## src/sor_pkg.sv

```systemverilog
/*
 * Package for the system output signal router: status word layout, port
 * select encoding, reset values and timing counts.
 * Assumes one 100 MHz core clock; nothing else is shared.
 */
package sor_pkg;
   localparam int NUM_PORTS    = 4;
   localparam int SEL_W        = 3;
   localparam int STAT_W       = 11;
   localparam int NUM_ROUTED   = 6;
   // status word bit positions
   localparam int BIT_MOVE     = 0;
   localparam int BIT_RUN      = 1;
   localparam int BIT_ZONE     = 2;
   localparam int BIT_HOME     = 3;
   localparam int BIT_FAULT    = 4;
   localparam int BIT_PAUSE    = 5;
   localparam int BIT_TEMP     = 6;
   localparam int BIT_READY    = 7;
   localparam int BIT_STEPOUT  = 8;
   localparam int BIT_WARN     = 9;
   localparam int BIT_SC       = 10;
   // routed signal indices
   localparam int RT_ZONE      = 0;
   localparam int RT_HOME      = 1;
   localparam int RT_PAUSE     = 2;
   localparam int RT_READY     = 3;
   localparam int RT_RUN       = 4;
   localparam int RT_SC        = 5;
   localparam logic [SEL_W-1:0]     SEL_NONE    = 3'h0;
   localparam logic [SEL_W-1:0]     SEL_MAX     = 3'h4;
   localparam logic [STAT_W-1:0]    STAT_RESET  = 11'h000;
   localparam logic [NUM_PORTS-1:0] PORT_RESET  = 4'h0;
   localparam logic                 START_TOGGLE = 1'b1;
   // ready is held off for a settling time after power-up
   localparam int POWERUP_US     = 10;
   localparam int CLK_MHZ        = 100;
   localparam int POWERUP_CYCLES = POWERUP_US * CLK_MHZ;
   localparam int PU_W           = 10;
endpackage : sor_pkg

```

## src/sor_router.sv

```systemverilog
/*
 * System output signal router: builds zone, home, pause, ready, run and
 * self-correct flags, packs the status word and routes six flags to four
 * output ports with per-signal polarity.
 * Assumes motion, sequencer and alarm logic on core_clk; pin inputs
 * (home, start, abort, current-off, pause, pause-clear) are asynchronous.
 * Selects are kept by outside nonvolatile storage and sampled on reset.
 */
// How it works
// - select zero drives no port
// - new selects apply only after reset
// - zone on when position within area bounds
// - home flag after homing, when command zero
// - pause flag set by pause command/input
// - pause flag cleared by resume, clear, start, motion command
// - ready off when moving, fault, inputs, unexcited
// - ready off after power-up, abort not toggle
// - run flag equals sequences executing
// - self-correct set on corrected deviation
// - self-correct cleared by motion or current-off
// - each routed flag uses own polarity
// - status word bits zero through ten
// - flags kept regardless of port assignment
// - general outputs reported apart from status
// - assigned port ignores general output writes
`timescale 1ns/10ps
module sor_router (
   // clock and reset
   input  wire logic                      core_clk,
   input  wire logic                      nrst,
   // motion and alarm state
   input  wire logic                      motion_active,
   input  wire logic                      seq_running,
   input  wire logic                      motor_excited,
   input  wire logic                      fault_flag,
   input  wire logic                      temp_warning,
   input  wire logic                      stepout_flag,
   input  wire logic                      warning_flag,
   input  wire logic signed [31:0]        shaft_position,
   input  wire logic signed [31:0]        area_bound_1,
   input  wire logic signed [31:0]        area_bound_2,
   input  wire logic signed [31:0]        position_command,
   input  wire logic                      homing_done,
   // command strobes, one cycle each
   input  wire logic                      pause_command,
   input  wire logic                      resume_command,
   input  wire logic                      pause_clear_command,
   input  wire logic                      motion_command,
   input  wire logic                      deviation_corrected,
   // pin inputs
   input  wire logic                      pause_input,
   input  wire logic                      pause_clear_input,
   input  wire logic                      start_input,
   input  wire logic                      home_input,
   input  wire logic                      abort_input,
   input  wire logic                      current_off_input,
   // configuration
   input  wire logic                      encoder_fitted,
   input  wire logic                      selfcorrect_enable,
   input  wire logic                      start_input_behaviour,
   input  wire logic [2:0]                zone_port_select,
   input  wire logic [2:0]                home_flag_port_select,
   input  wire logic [2:0]                pause_flag_port_select,
   input  wire logic [2:0]                ready_port_select,
   input  wire logic [2:0]                run_port_select,
   input  wire logic [2:0]                selfcorrect_port_select,
   input  wire logic                      zone_polarity,
   input  wire logic                      home_flag_polarity,
   input  wire logic                      pause_flag_polarity,
   input  wire logic                      ready_polarity,
   input  wire logic                      run_polarity,
   input  wire logic                      selfcorrect_polarity,
   // general purpose outputs
   input  wire logic [3:0]                gp_out_value,
   // results
   output logic [sor_pkg::STAT_W-1:0]     system_output_status_word,
   output logic [sor_pkg::NUM_PORTS-1:0]  gp_out_status,
   output logic [sor_pkg::NUM_PORTS-1:0]  out_port
);
   localparam int NR = sor_pkg::NUM_ROUTED;
   localparam int NP = sor_pkg::NUM_PORTS;
   localparam int SW = sor_pkg::SEL_W;

   // synchronised pin levels
   logic pause_in_s, pclr_in_s, start_in_s, home_in_s, abort_in_s, current_off_input_in_s;

   // four flops per pin; a level counts once stages two and three agree
   sor_sync u_sync_pause (
      .core_clk  (core_clk),
      .nrst      (nrst),
      .pin_in    (pause_input),
      .level_out (pause_in_s)
   );
   sor_sync u_sync_pclr (
      .core_clk  (core_clk),
      .nrst      (nrst),
      .pin_in    (pause_clear_input),
      .level_out (pclr_in_s)
   );
   sor_sync u_sync_start (
      .core_clk  (core_clk),
      .nrst      (nrst),
      .pin_in    (start_input),
      .level_out (start_in_s)
   );
   sor_sync u_sync_home (
      .core_clk  (core_clk),
      .nrst      (nrst),
      .pin_in    (home_input),
      .level_out (home_in_s)
   );
   sor_sync u_sync_abort (
      .core_clk  (core_clk),
      .nrst      (nrst),
      .pin_in    (abort_input),
      .level_out (abort_in_s)
   );
   sor_sync u_sync_current_off_input (
      .core_clk  (core_clk),
      .nrst      (nrst),
      .pin_in    (current_off_input),
      .level_out (current_off_input_in_s)
   );

   // edge memory for pin events
   // these reset low, the idle level of every pin, so reset makes no false edge
   logic pause_in_d_reg, start_in_d_reg, pclr_in_d_reg, current_off_input_in_d_reg;
   logic pause_rise, start_rise, pclr_rise, current_off_input_rise;

   // latched port map, taken once after reset release
   // a select above four matches no port and so drives nothing
   logic [SW-1:0] sel_reg [NR];
   logic [SW-1:0] sel_next [NR];
   logic [NR-1:0] pol_reg, pol_next;
   logic          loaded_reg, loaded_next;
   logic [SW-1:0] sel_live [NR];
   logic [NR-1:0] pol_live;

   // flag state
   logic                        paused_reg, paused_next;
   logic                        sc_reg, sc_next;
   logic [sor_pkg::PU_W-1:0]    pu_cnt_reg, pu_cnt_next;
   logic                        pu_done_reg, pu_done_next;
   logic                        zone_now, home_now, ready_now, abort_holds;
   logic signed [31:0]          lo_bound, hi_bound;

   logic [sor_pkg::STAT_W-1:0]  stat_reg, stat_next;
   logic [NR-1:0]               flag_vec;
   logic [NP-1:0]               port_reg, port_next;
   logic [NP-1:0]               gps_reg, gps_next;

   always_comb begin
      sel_live[sor_pkg::RT_ZONE]  = zone_port_select;
      sel_live[sor_pkg::RT_HOME]  = home_flag_port_select;
      sel_live[sor_pkg::RT_PAUSE] = pause_flag_port_select;
      sel_live[sor_pkg::RT_READY] = ready_port_select;
      sel_live[sor_pkg::RT_RUN]   = run_port_select;
      sel_live[sor_pkg::RT_SC]    = selfcorrect_port_select;
      pol_live = {selfcorrect_polarity, run_polarity, ready_polarity,
                  pause_flag_polarity, home_flag_polarity, zone_polarity};
   end

   // later writes to the selects are ignored until the next reset
   always_comb begin
      sel_next    = sel_reg;
      pol_next    = pol_reg;
      loaded_next = 1'b1;
      if (!loaded_reg) begin
         sel_next = sel_live;
         pol_next = pol_live;
      end
   end

   assign pause_rise = pause_in_s & ~pause_in_d_reg;
   assign start_rise = start_in_s & ~start_in_d_reg;
   assign pclr_rise  = pclr_in_s & ~pclr_in_d_reg;
   assign current_off_input_rise = current_off_input_in_s & ~current_off_input_in_d_reg;

   // ready is the and of every release condition; any one of them holds it off
   always_comb begin
      lo_bound = (area_bound_1 < area_bound_2) ? area_bound_1 : area_bound_2;
      hi_bound = (area_bound_1 < area_bound_2) ? area_bound_2 : area_bound_1;
      zone_now = (shaft_position >= lo_bound) && (shaft_position <= hi_bound);
      home_now = homing_done && (position_command == 32'sh0000_0000);
      // toggle-mode start raises abort internally, that does not block ready
      abort_holds = abort_in_s && !(start_input_behaviour == sor_pkg::START_TOGGLE
                                    && start_in_s);
      ready_now = !motion_active && !fault_flag && !home_in_s && !start_in_s
                  && !current_off_input_in_s && motor_excited && !abort_holds && pu_done_reg;
   end

   // pause: set only while motion runs; a set in the same cycle as a clear wins
   always_comb begin
      paused_next = paused_reg;
      if (resume_command || start_rise || pause_clear_command || pclr_rise
          || motion_command) begin
         paused_next = 1'b0;
      end
      if (!motion_active && !paused_reg) begin
         paused_next = 1'b0;
      end
      if ((pause_command || pause_rise) && motion_active) begin
         paused_next = 1'b1;
      end
   end

   // self-correct: a set in the same cycle as a clear wins
   always_comb begin
      sc_next = sc_reg;
      if (motion_command || current_off_input_rise || !motor_excited) begin
         sc_next = 1'b0;
      end
      if (deviation_corrected && encoder_fitted && selfcorrect_enable) begin
         sc_next = 1'b1;
      end
   end

   // power-up hold: ready stays off until the settle count has run out
   always_comb begin
      pu_cnt_next  = pu_cnt_reg;
      pu_done_next = pu_done_reg;
      if (!pu_done_reg) begin
         if (pu_cnt_reg == sor_pkg::PU_W'(sor_pkg::POWERUP_CYCLES - 1)) begin
            pu_done_next = 1'b1;
         end else begin
            pu_cnt_next = pu_cnt_reg + 1'b1;
         end
      end
   end

   // status word is kept whether or not any flag is routed
   // bits with no flag logic here pass their inputs through one register
   always_comb begin
      stat_next = sor_pkg::STAT_RESET;
      stat_next[sor_pkg::BIT_MOVE]    = motion_active;
      stat_next[sor_pkg::BIT_RUN]     = seq_running;
      stat_next[sor_pkg::BIT_ZONE]    = zone_now;
      stat_next[sor_pkg::BIT_HOME]    = home_now;
      stat_next[sor_pkg::BIT_FAULT]   = fault_flag;
      stat_next[sor_pkg::BIT_PAUSE]   = paused_reg;
      stat_next[sor_pkg::BIT_TEMP]    = temp_warning;
      stat_next[sor_pkg::BIT_READY]   = ready_now;
      stat_next[sor_pkg::BIT_STEPOUT] = stepout_flag;
      stat_next[sor_pkg::BIT_WARN]    = warning_flag;
      stat_next[sor_pkg::BIT_SC]      = sc_reg;
   end

   assign flag_vec = {sc_reg, seq_running, ready_now, paused_reg, home_now, zone_now};

   // several flags on one port: the higher index wins
   always_comb begin
      port_next = gp_out_value;
      gps_next  = gp_out_value;
      for (int i = 0; i < NR; i++) begin
         for (int p = 0; p < NP; p++) begin
            if (sel_reg[i] != sor_pkg::SEL_NONE
                && sel_reg[i] == SW'(p + 1)) begin
               // polarity one inverts the drive, so an active-low pin rests high
               port_next[p] = flag_vec[i] ^ pol_reg[i];
               gps_next[p]  = 1'b0;
            end
         end
      end
   end

   // one register bank; every output of the block is taken from here
   always_ff @(posedge core_clk or negedge nrst) begin
      if (!nrst) begin
         for (int i = 0; i < NR; i++) begin
            sel_reg[i] <= sor_pkg::SEL_NONE;
         end
         pol_reg        <= '0;
         loaded_reg     <= 1'b0;
         pause_in_d_reg <= 1'b0;
         start_in_d_reg <= 1'b0;
         pclr_in_d_reg  <= 1'b0;
         current_off_input_in_d_reg <= 1'b0;
         paused_reg     <= 1'b0;
         sc_reg         <= 1'b0;
         pu_cnt_reg     <= '0;
         pu_done_reg    <= 1'b0;
         stat_reg       <= sor_pkg::STAT_RESET;
         port_reg       <= sor_pkg::PORT_RESET;
         gps_reg        <= sor_pkg::PORT_RESET;
      end else begin
         sel_reg        <= sel_next;
         pol_reg        <= pol_next;
         loaded_reg     <= loaded_next;
         pause_in_d_reg <= pause_in_s;
         start_in_d_reg <= start_in_s;
         pclr_in_d_reg  <= pclr_in_s;
         current_off_input_in_d_reg <= current_off_input_in_s;
         paused_reg     <= paused_next;
         sc_reg         <= sc_next;
         pu_cnt_reg     <= pu_cnt_next;
         pu_done_reg    <= pu_done_next;
         stat_reg       <= stat_next;
         port_reg       <= port_next;
         gps_reg        <= gps_next;
      end
   end

   assign system_output_status_word = stat_reg;
   assign gp_out_status             = gps_reg;
   assign out_port                  = port_reg;
endmodule : sor_router

```

## src/sor_sync.sv

```systemverilog
/*
 * Three-stage synchroniser with agreement filter for one pin input.
 * Assumes the pin is asynchronous to core_clk; the first stage feeds only
 * the second.
 */
`timescale 1ns/10ps
module sor_sync (
   // clock and reset
   input  wire logic core_clk,
   input  wire logic nrst,
   // pin and clean level
   input  wire logic pin_in,
   output logic      level_out
);
   logic s1_reg, s2_reg, s3_reg, lvl_reg;
   logic lvl_next;

   always_comb begin
      lvl_next = lvl_reg;
      if (s2_reg == s3_reg) begin
         lvl_next = s3_reg;
      end
   end

   always_ff @(posedge core_clk or negedge nrst) begin
      if (!nrst) begin
         s1_reg  <= 1'b0;
         s2_reg  <= 1'b0;
         s3_reg  <= 1'b0;
         lvl_reg <= 1'b0;
      end else begin
         s1_reg  <= pin_in;
         s2_reg  <= s1_reg;
         s3_reg  <= s2_reg;
         lvl_reg <= lvl_next;
      end
   end

   assign level_out = lvl_reg;
endmodule : sor_sync

```

## config.mk

```make
export PLATFORM = sky130hd
export DESIGN_NAME = sor_router
export DESIGN_NICKNAME = d
export VERILOG_FILES = /design/src/sor_pkg.sv /design/src/sor_router.sv /design/src/sor_sync.sv
export SDC_FILE = /design/constraint.sdc
export NUM_CORES = 1
export LEC_CHECK = 0
export BUFFER_PORTS_ARGS = -buffer_cell sky130_fd_sc_hd__buf_2
export CORE_MARGIN = 2
export CORE_UTILIZATION = 45
export CTS_BUF_LIST = sky130_fd_sc_hd__clkbuf_4 sky130_fd_sc_hd__clkbuf_8
export CTS_CLUSTER_DIAMETER = 150
export DETAILED_ROUTE_END_ITERATION = 8
export MAX_ROUTING_LAYER = met4
export PLACE_DENSITY = 0.71
export SYNTH_ARGS = -nofsm -noshare
export SYNTH_HDL_FRONTEND = slang
export SYNTH_SLANG_ARGS = --single-unit
export TNS_END_PERCENT = 30
```

## constraint.sdc

```tcl
create_clock -name core_clk -period 2.6 [get_ports core_clk]
set_clock_uncertainty 0.05 [all_clocks]
set_input_delay 0.39 -clock core_clk [delete_from_list [all_inputs] [get_ports core_clk]]
set_output_delay 0.39 -clock core_clk [all_outputs]
set_load 0.05 [all_outputs]
```

==> impl_metrics.env <==
export IMPL_worstSetupEndpointType="register"
export IMPL_r2r_cells=8
export IMPL_fmax_mhz=220
export IMPL_crit_slowest_cell="or4_4"
export IMPL_ys_warn_count=0
export IMPL_ant_nets=0
export IMPL_hold_violations=0
export IMPL_core_area_um2=13800
export IMPL_max_slew_margin_pct=65.0
export IMPL_p_leak_uw=0.00462
export IMPL_p_int_uw=2780
export IMPL_cts_root_buf="clkbuf_8"
export IMPL_drive_gt1_share_pct=42.6
export IMPL_crit_type="primary input to register"
export IMPL_power_density_nw_per_um2=482
export IMPL_num_rows=43
export IMPL_gp_congestion=0.903
export IMPL_final_nets=1213
export IMPL_clk_latency_ns=0.36
export IMPL_multi_input_area_um2=4200
export IMPL_placedInstanceArea_um2=8380
export IMPL_syn_inst=624
export IMPL_wl_per_cell_um=15.9
export IMPL_worstSetupStartpointType="primary input"
export IMPL_setup_viol=5
export IMPL_p_comb_share_pct=41.7
export IMPL_synth_cell_types=58
export IMPL_grt_pass1_wl_mm=28.0
export IMPL_rsz0062_at_grt="yes"
export IMPL_ys_async_sr_fraction_pct=100
export IMPL_initial_core_util_pct=45.9
export IMPL_antenna_found_initial=4
export IMPL_p_sw_uw=1510
export IMPL_finalCritPeriodShare_pct=175
export IMPL_die_h_um=123
export IMPL_slew_violations=0
export IMPL_maxCapViolCount=0
export IMPL_syn_nets=900
export IMPL_failed_checks="negative setup slack"
export IMPL_tightest_slew_ns=0.524
export IMPL_hold_depth=1
export IMPL_setup_slack_ns=-1.95
export IMPL_areaGrowthSynthToFinish_pct=40.6
export IMPL_pwr_share_seq_pct=35.1
export IMPL_drtPass1Iterations=5
export IMPL_globalRouteOverflowTotal=0
export IMPL_crit_fanout=5
export IMPL_drc=0
export IMPL_die_w_um=123
export IMPL_cts_tree="done"
export IMPL_cts_path_max_buffers=2
export IMPL_rrSetupSlack_ns=0.10
export IMPL_die_area_um2=15100
export IMPL_synth_edf_count=0
export IMPL_grt_usage_pct=24.5
export IMPL_required_ns=2.78
export IMPL_first_iter_violations=277
export IMPL_r2r_end="out_port[1]"
export IMPL_htreeDepth=3
export IMPL_slowest_delay_ns=0.47
export IMPL_ys_seq_area_share_pct=33.5
export IMPL_p_sw_share_pct=35.2
export IMPL_r2r_start="u_sync_start.level_out"
export IMPL_via_count=6049
export IMPL_grt_max_degree=47
export IMPL_numCtsBuffers=9
export IMPL_totalWireLength_mm=17.9
export IMPL_final_area_um2=8920
export IMPL_hold_path_class="primary input to register"
export IMPL_grt_pass1_vias=5940
export IMPL_n_fill_cell=1144
export IMPL_largest_register_ffs=18
export IMPL_vdd_drop_max_uv=411
export IMPL_worstSetupStartpoint="area_bound_2[17]"
export IMPL_ff_latch_area_um2=2130
export IMPL_crit_top_cell="a21o_1"
export IMPL_io_buffers=197
export IMPL_synthesis_area_um2=6350
export IMPL_p_clk_share_pct=23.2
export IMPL_path_cells="buf_8 -> inv_12 -> ha_4 -> a21o_1 -> a21o_1 -> a21o_1 -> a21oi_2 -> o21ai_2 -> a221o_1 -> buf_4 -> buf_4 -> o2bb2ai_2 -> mux2i_1 -> ha_1 -> and4_1 -> nand4_1 -> or3_4 -> or4_4 -> o221a_4 -> or4_4 -> nand4_1 -> o211ai_2"
export IMPL_hold_worst_slack_ns=0.0796
export IMPL_hp_start="pause_input"
export IMPL_synth_seq_cells=85
export IMPL_synthFlopType="dfrtp_1"
export IMPL_post_place_ws_ns=-2.43
export IMPL_min_to="u_sync_pause.s1_reg"
export IMPL_post_route_min_period_ns=4.55
export IMPL_vias_per_cell=5.37
export IMPL_path_clk_slew_ns=0.10
export IMPL_io_pins=199
export IMPL_arrival_ns=4.73
export IMPL_avgSynthCellArea_um2=10.2
export IMPL_cts_sinks=85
export IMPL_hpwl_mm=14.5
export IMPL_status="complete, but fails checks"
kinds of logic (layout without fill, tap and decap cells):
logic type | Yosys count | in the layout | synth area share, %
compound gates | 108 | 108 | 11.7
flops | 85 | 85 | 33.5
buf+inv | 57 | 374 | 3.61
simple gates | 168 | 169 | 14.7
xor+xnor | 14 | 14 | 1.93
other cells | 1 | 5 | 0.0591
fa+ha+maj | 102 | 102 | 19.9
mux | 89 | 89 | 14.6
Yosys cell counts (5+ instances only):
cell / instances / area share (%)
dfrtp_1: 85 / 34
nand2_1: 35 / 2.1
ha_1: 96 / 19
or3_1: 5 / 0.49
buf_2: 6 / 0.47
o21ai_0: 17 / 1.3
nand3b_1: 9 / 1.1
nor4_1: 8 / 0.79
mux2_2: 27 / 4.8
xor2_1: 5 / 0.69
or3b_2: 5 / 0.69
a21o_1: 21 / 2.5
mux2i_1: 62 / 9.8
a21oi_1: 34 / 2.7
nor2_1: 25 / 1.5
inv_1: 46 / 2.7
xnor2_1: 9 / 1.2
nor2b_1: 9 / 0.89
nor3b_1: 6 / 0.71
nand3_1: 13 / 1.0
nand4_1: 32 / 3.2
maj3_1: 6 / 0.95
nor3_1: 6 / 0.47
power groups by stage:
stage / clock network (uW) / registers (uW) / logic, uW
finish: 994 / 1510 / 1790
global placement: 0 / 1530 / 1600
CTS: 1020 / 1510 / 1740
floorplan: 0 / 1650 / 857
detailed placement: 0 / 1530 / 1630
global route: 1070 / 1520 / 1960
layout make-up:
cell class                 count  area share, %
tap                          180           2.52
clock buffer                  10           1.54
antenna                        4          0.112
multi-input combinational    483           47.1
timing repair buffer         312           21.9
sequential                    85           23.8
inverter                      46           2.10
clock inverter                 6          0.856
worst max-delay path by stage:
| stage | end | cells past startpoint | slack, ns |
|---|---|---|---|
| 2_1_floorplan | out_port[0] | 22 | -1.93 |
| 3_3_place_gp | out_port[0] | 22 | -2.33 |
| 3_5_place_dp | out_port[3] | 21 | -2.43 |
| 4_1_cts | out_port[3] | 22 | -1.95 |
| 5_1_grt | out_port[0] | 22 | -2.11 |
| 6_report | out_port[0] | 22 | -1.95 |
worst max-delay path: cells and delay by family:
| family | cells | cell delay (ns) |
|---|---|---|
| adders and majority gates | 2 | 0.52 |
| AOI/OAI and AO/OA | 9 | 1.51 |
| muxes | 1 | 0.13 |
| and+or+nand+nor | 6 | 1.79 |
| buffers and inverters | 4 | 0.41 |
layer usage:
layer	wire (um)	vias up	track usage, %
li1	-	2982	-
met1	7720	2826	30.6
met2	8480	204	39.9
met3	1140	37	3.95
met4	523	0	9.48
met5	0	-	-
stage by stage:
step	total power (uW)	setup TNS (ns)	std cells	utilization, %
6_report	4300	-9.55	1126	64.5
5_1_grt	4550	-10.26	1126	64.5
4_1_cts	4270	-9.42	1119	63.6
3_5_place_dp	3170	-11.87	1091	60.6
3_3_place_gp	3130	-11.42	1091	60.6
2_1_floorplan	2510	-9.43	624	-
placed cells by master, fill, tap and decap left out, types with 7 or more instances in the layout:
| cell | instances |
|---|---|
| a21o_1 | 21 |
| a21oi_1 | 28 |
| buf_2 | 194 |
| buf_4 | 108 |
| clkbuf_8 | 10 |
| dfrtp_1 | 85 |
| ha_1 | 93 |
| inv_1 | 43 |
| mux2_2 | 27 |
| mux2i_1 | 59 |
| nand2_1 | 34 |
| nand3_1 | 13 |
| nand3b_1 | 9 |
| nand4_1 | 32 |
| nor2_1 | 25 |
| nor2b_1 | 9 |
| nor4_1 | 7 |
| o21ai_0 | 9 |
| xnor2_1 | 9 |
repair_timing:
action	4_1_cts	5_1_grt
setup buffers	9	3
setup endpoints to repair	5	5
hold buffers	1	0
gates resized for setup	19	24
pin swaps	19	20
hold endpoints to repair	39	0
gates cloned	2	0
Note: power is estimated with default switching activity, not from simulation.
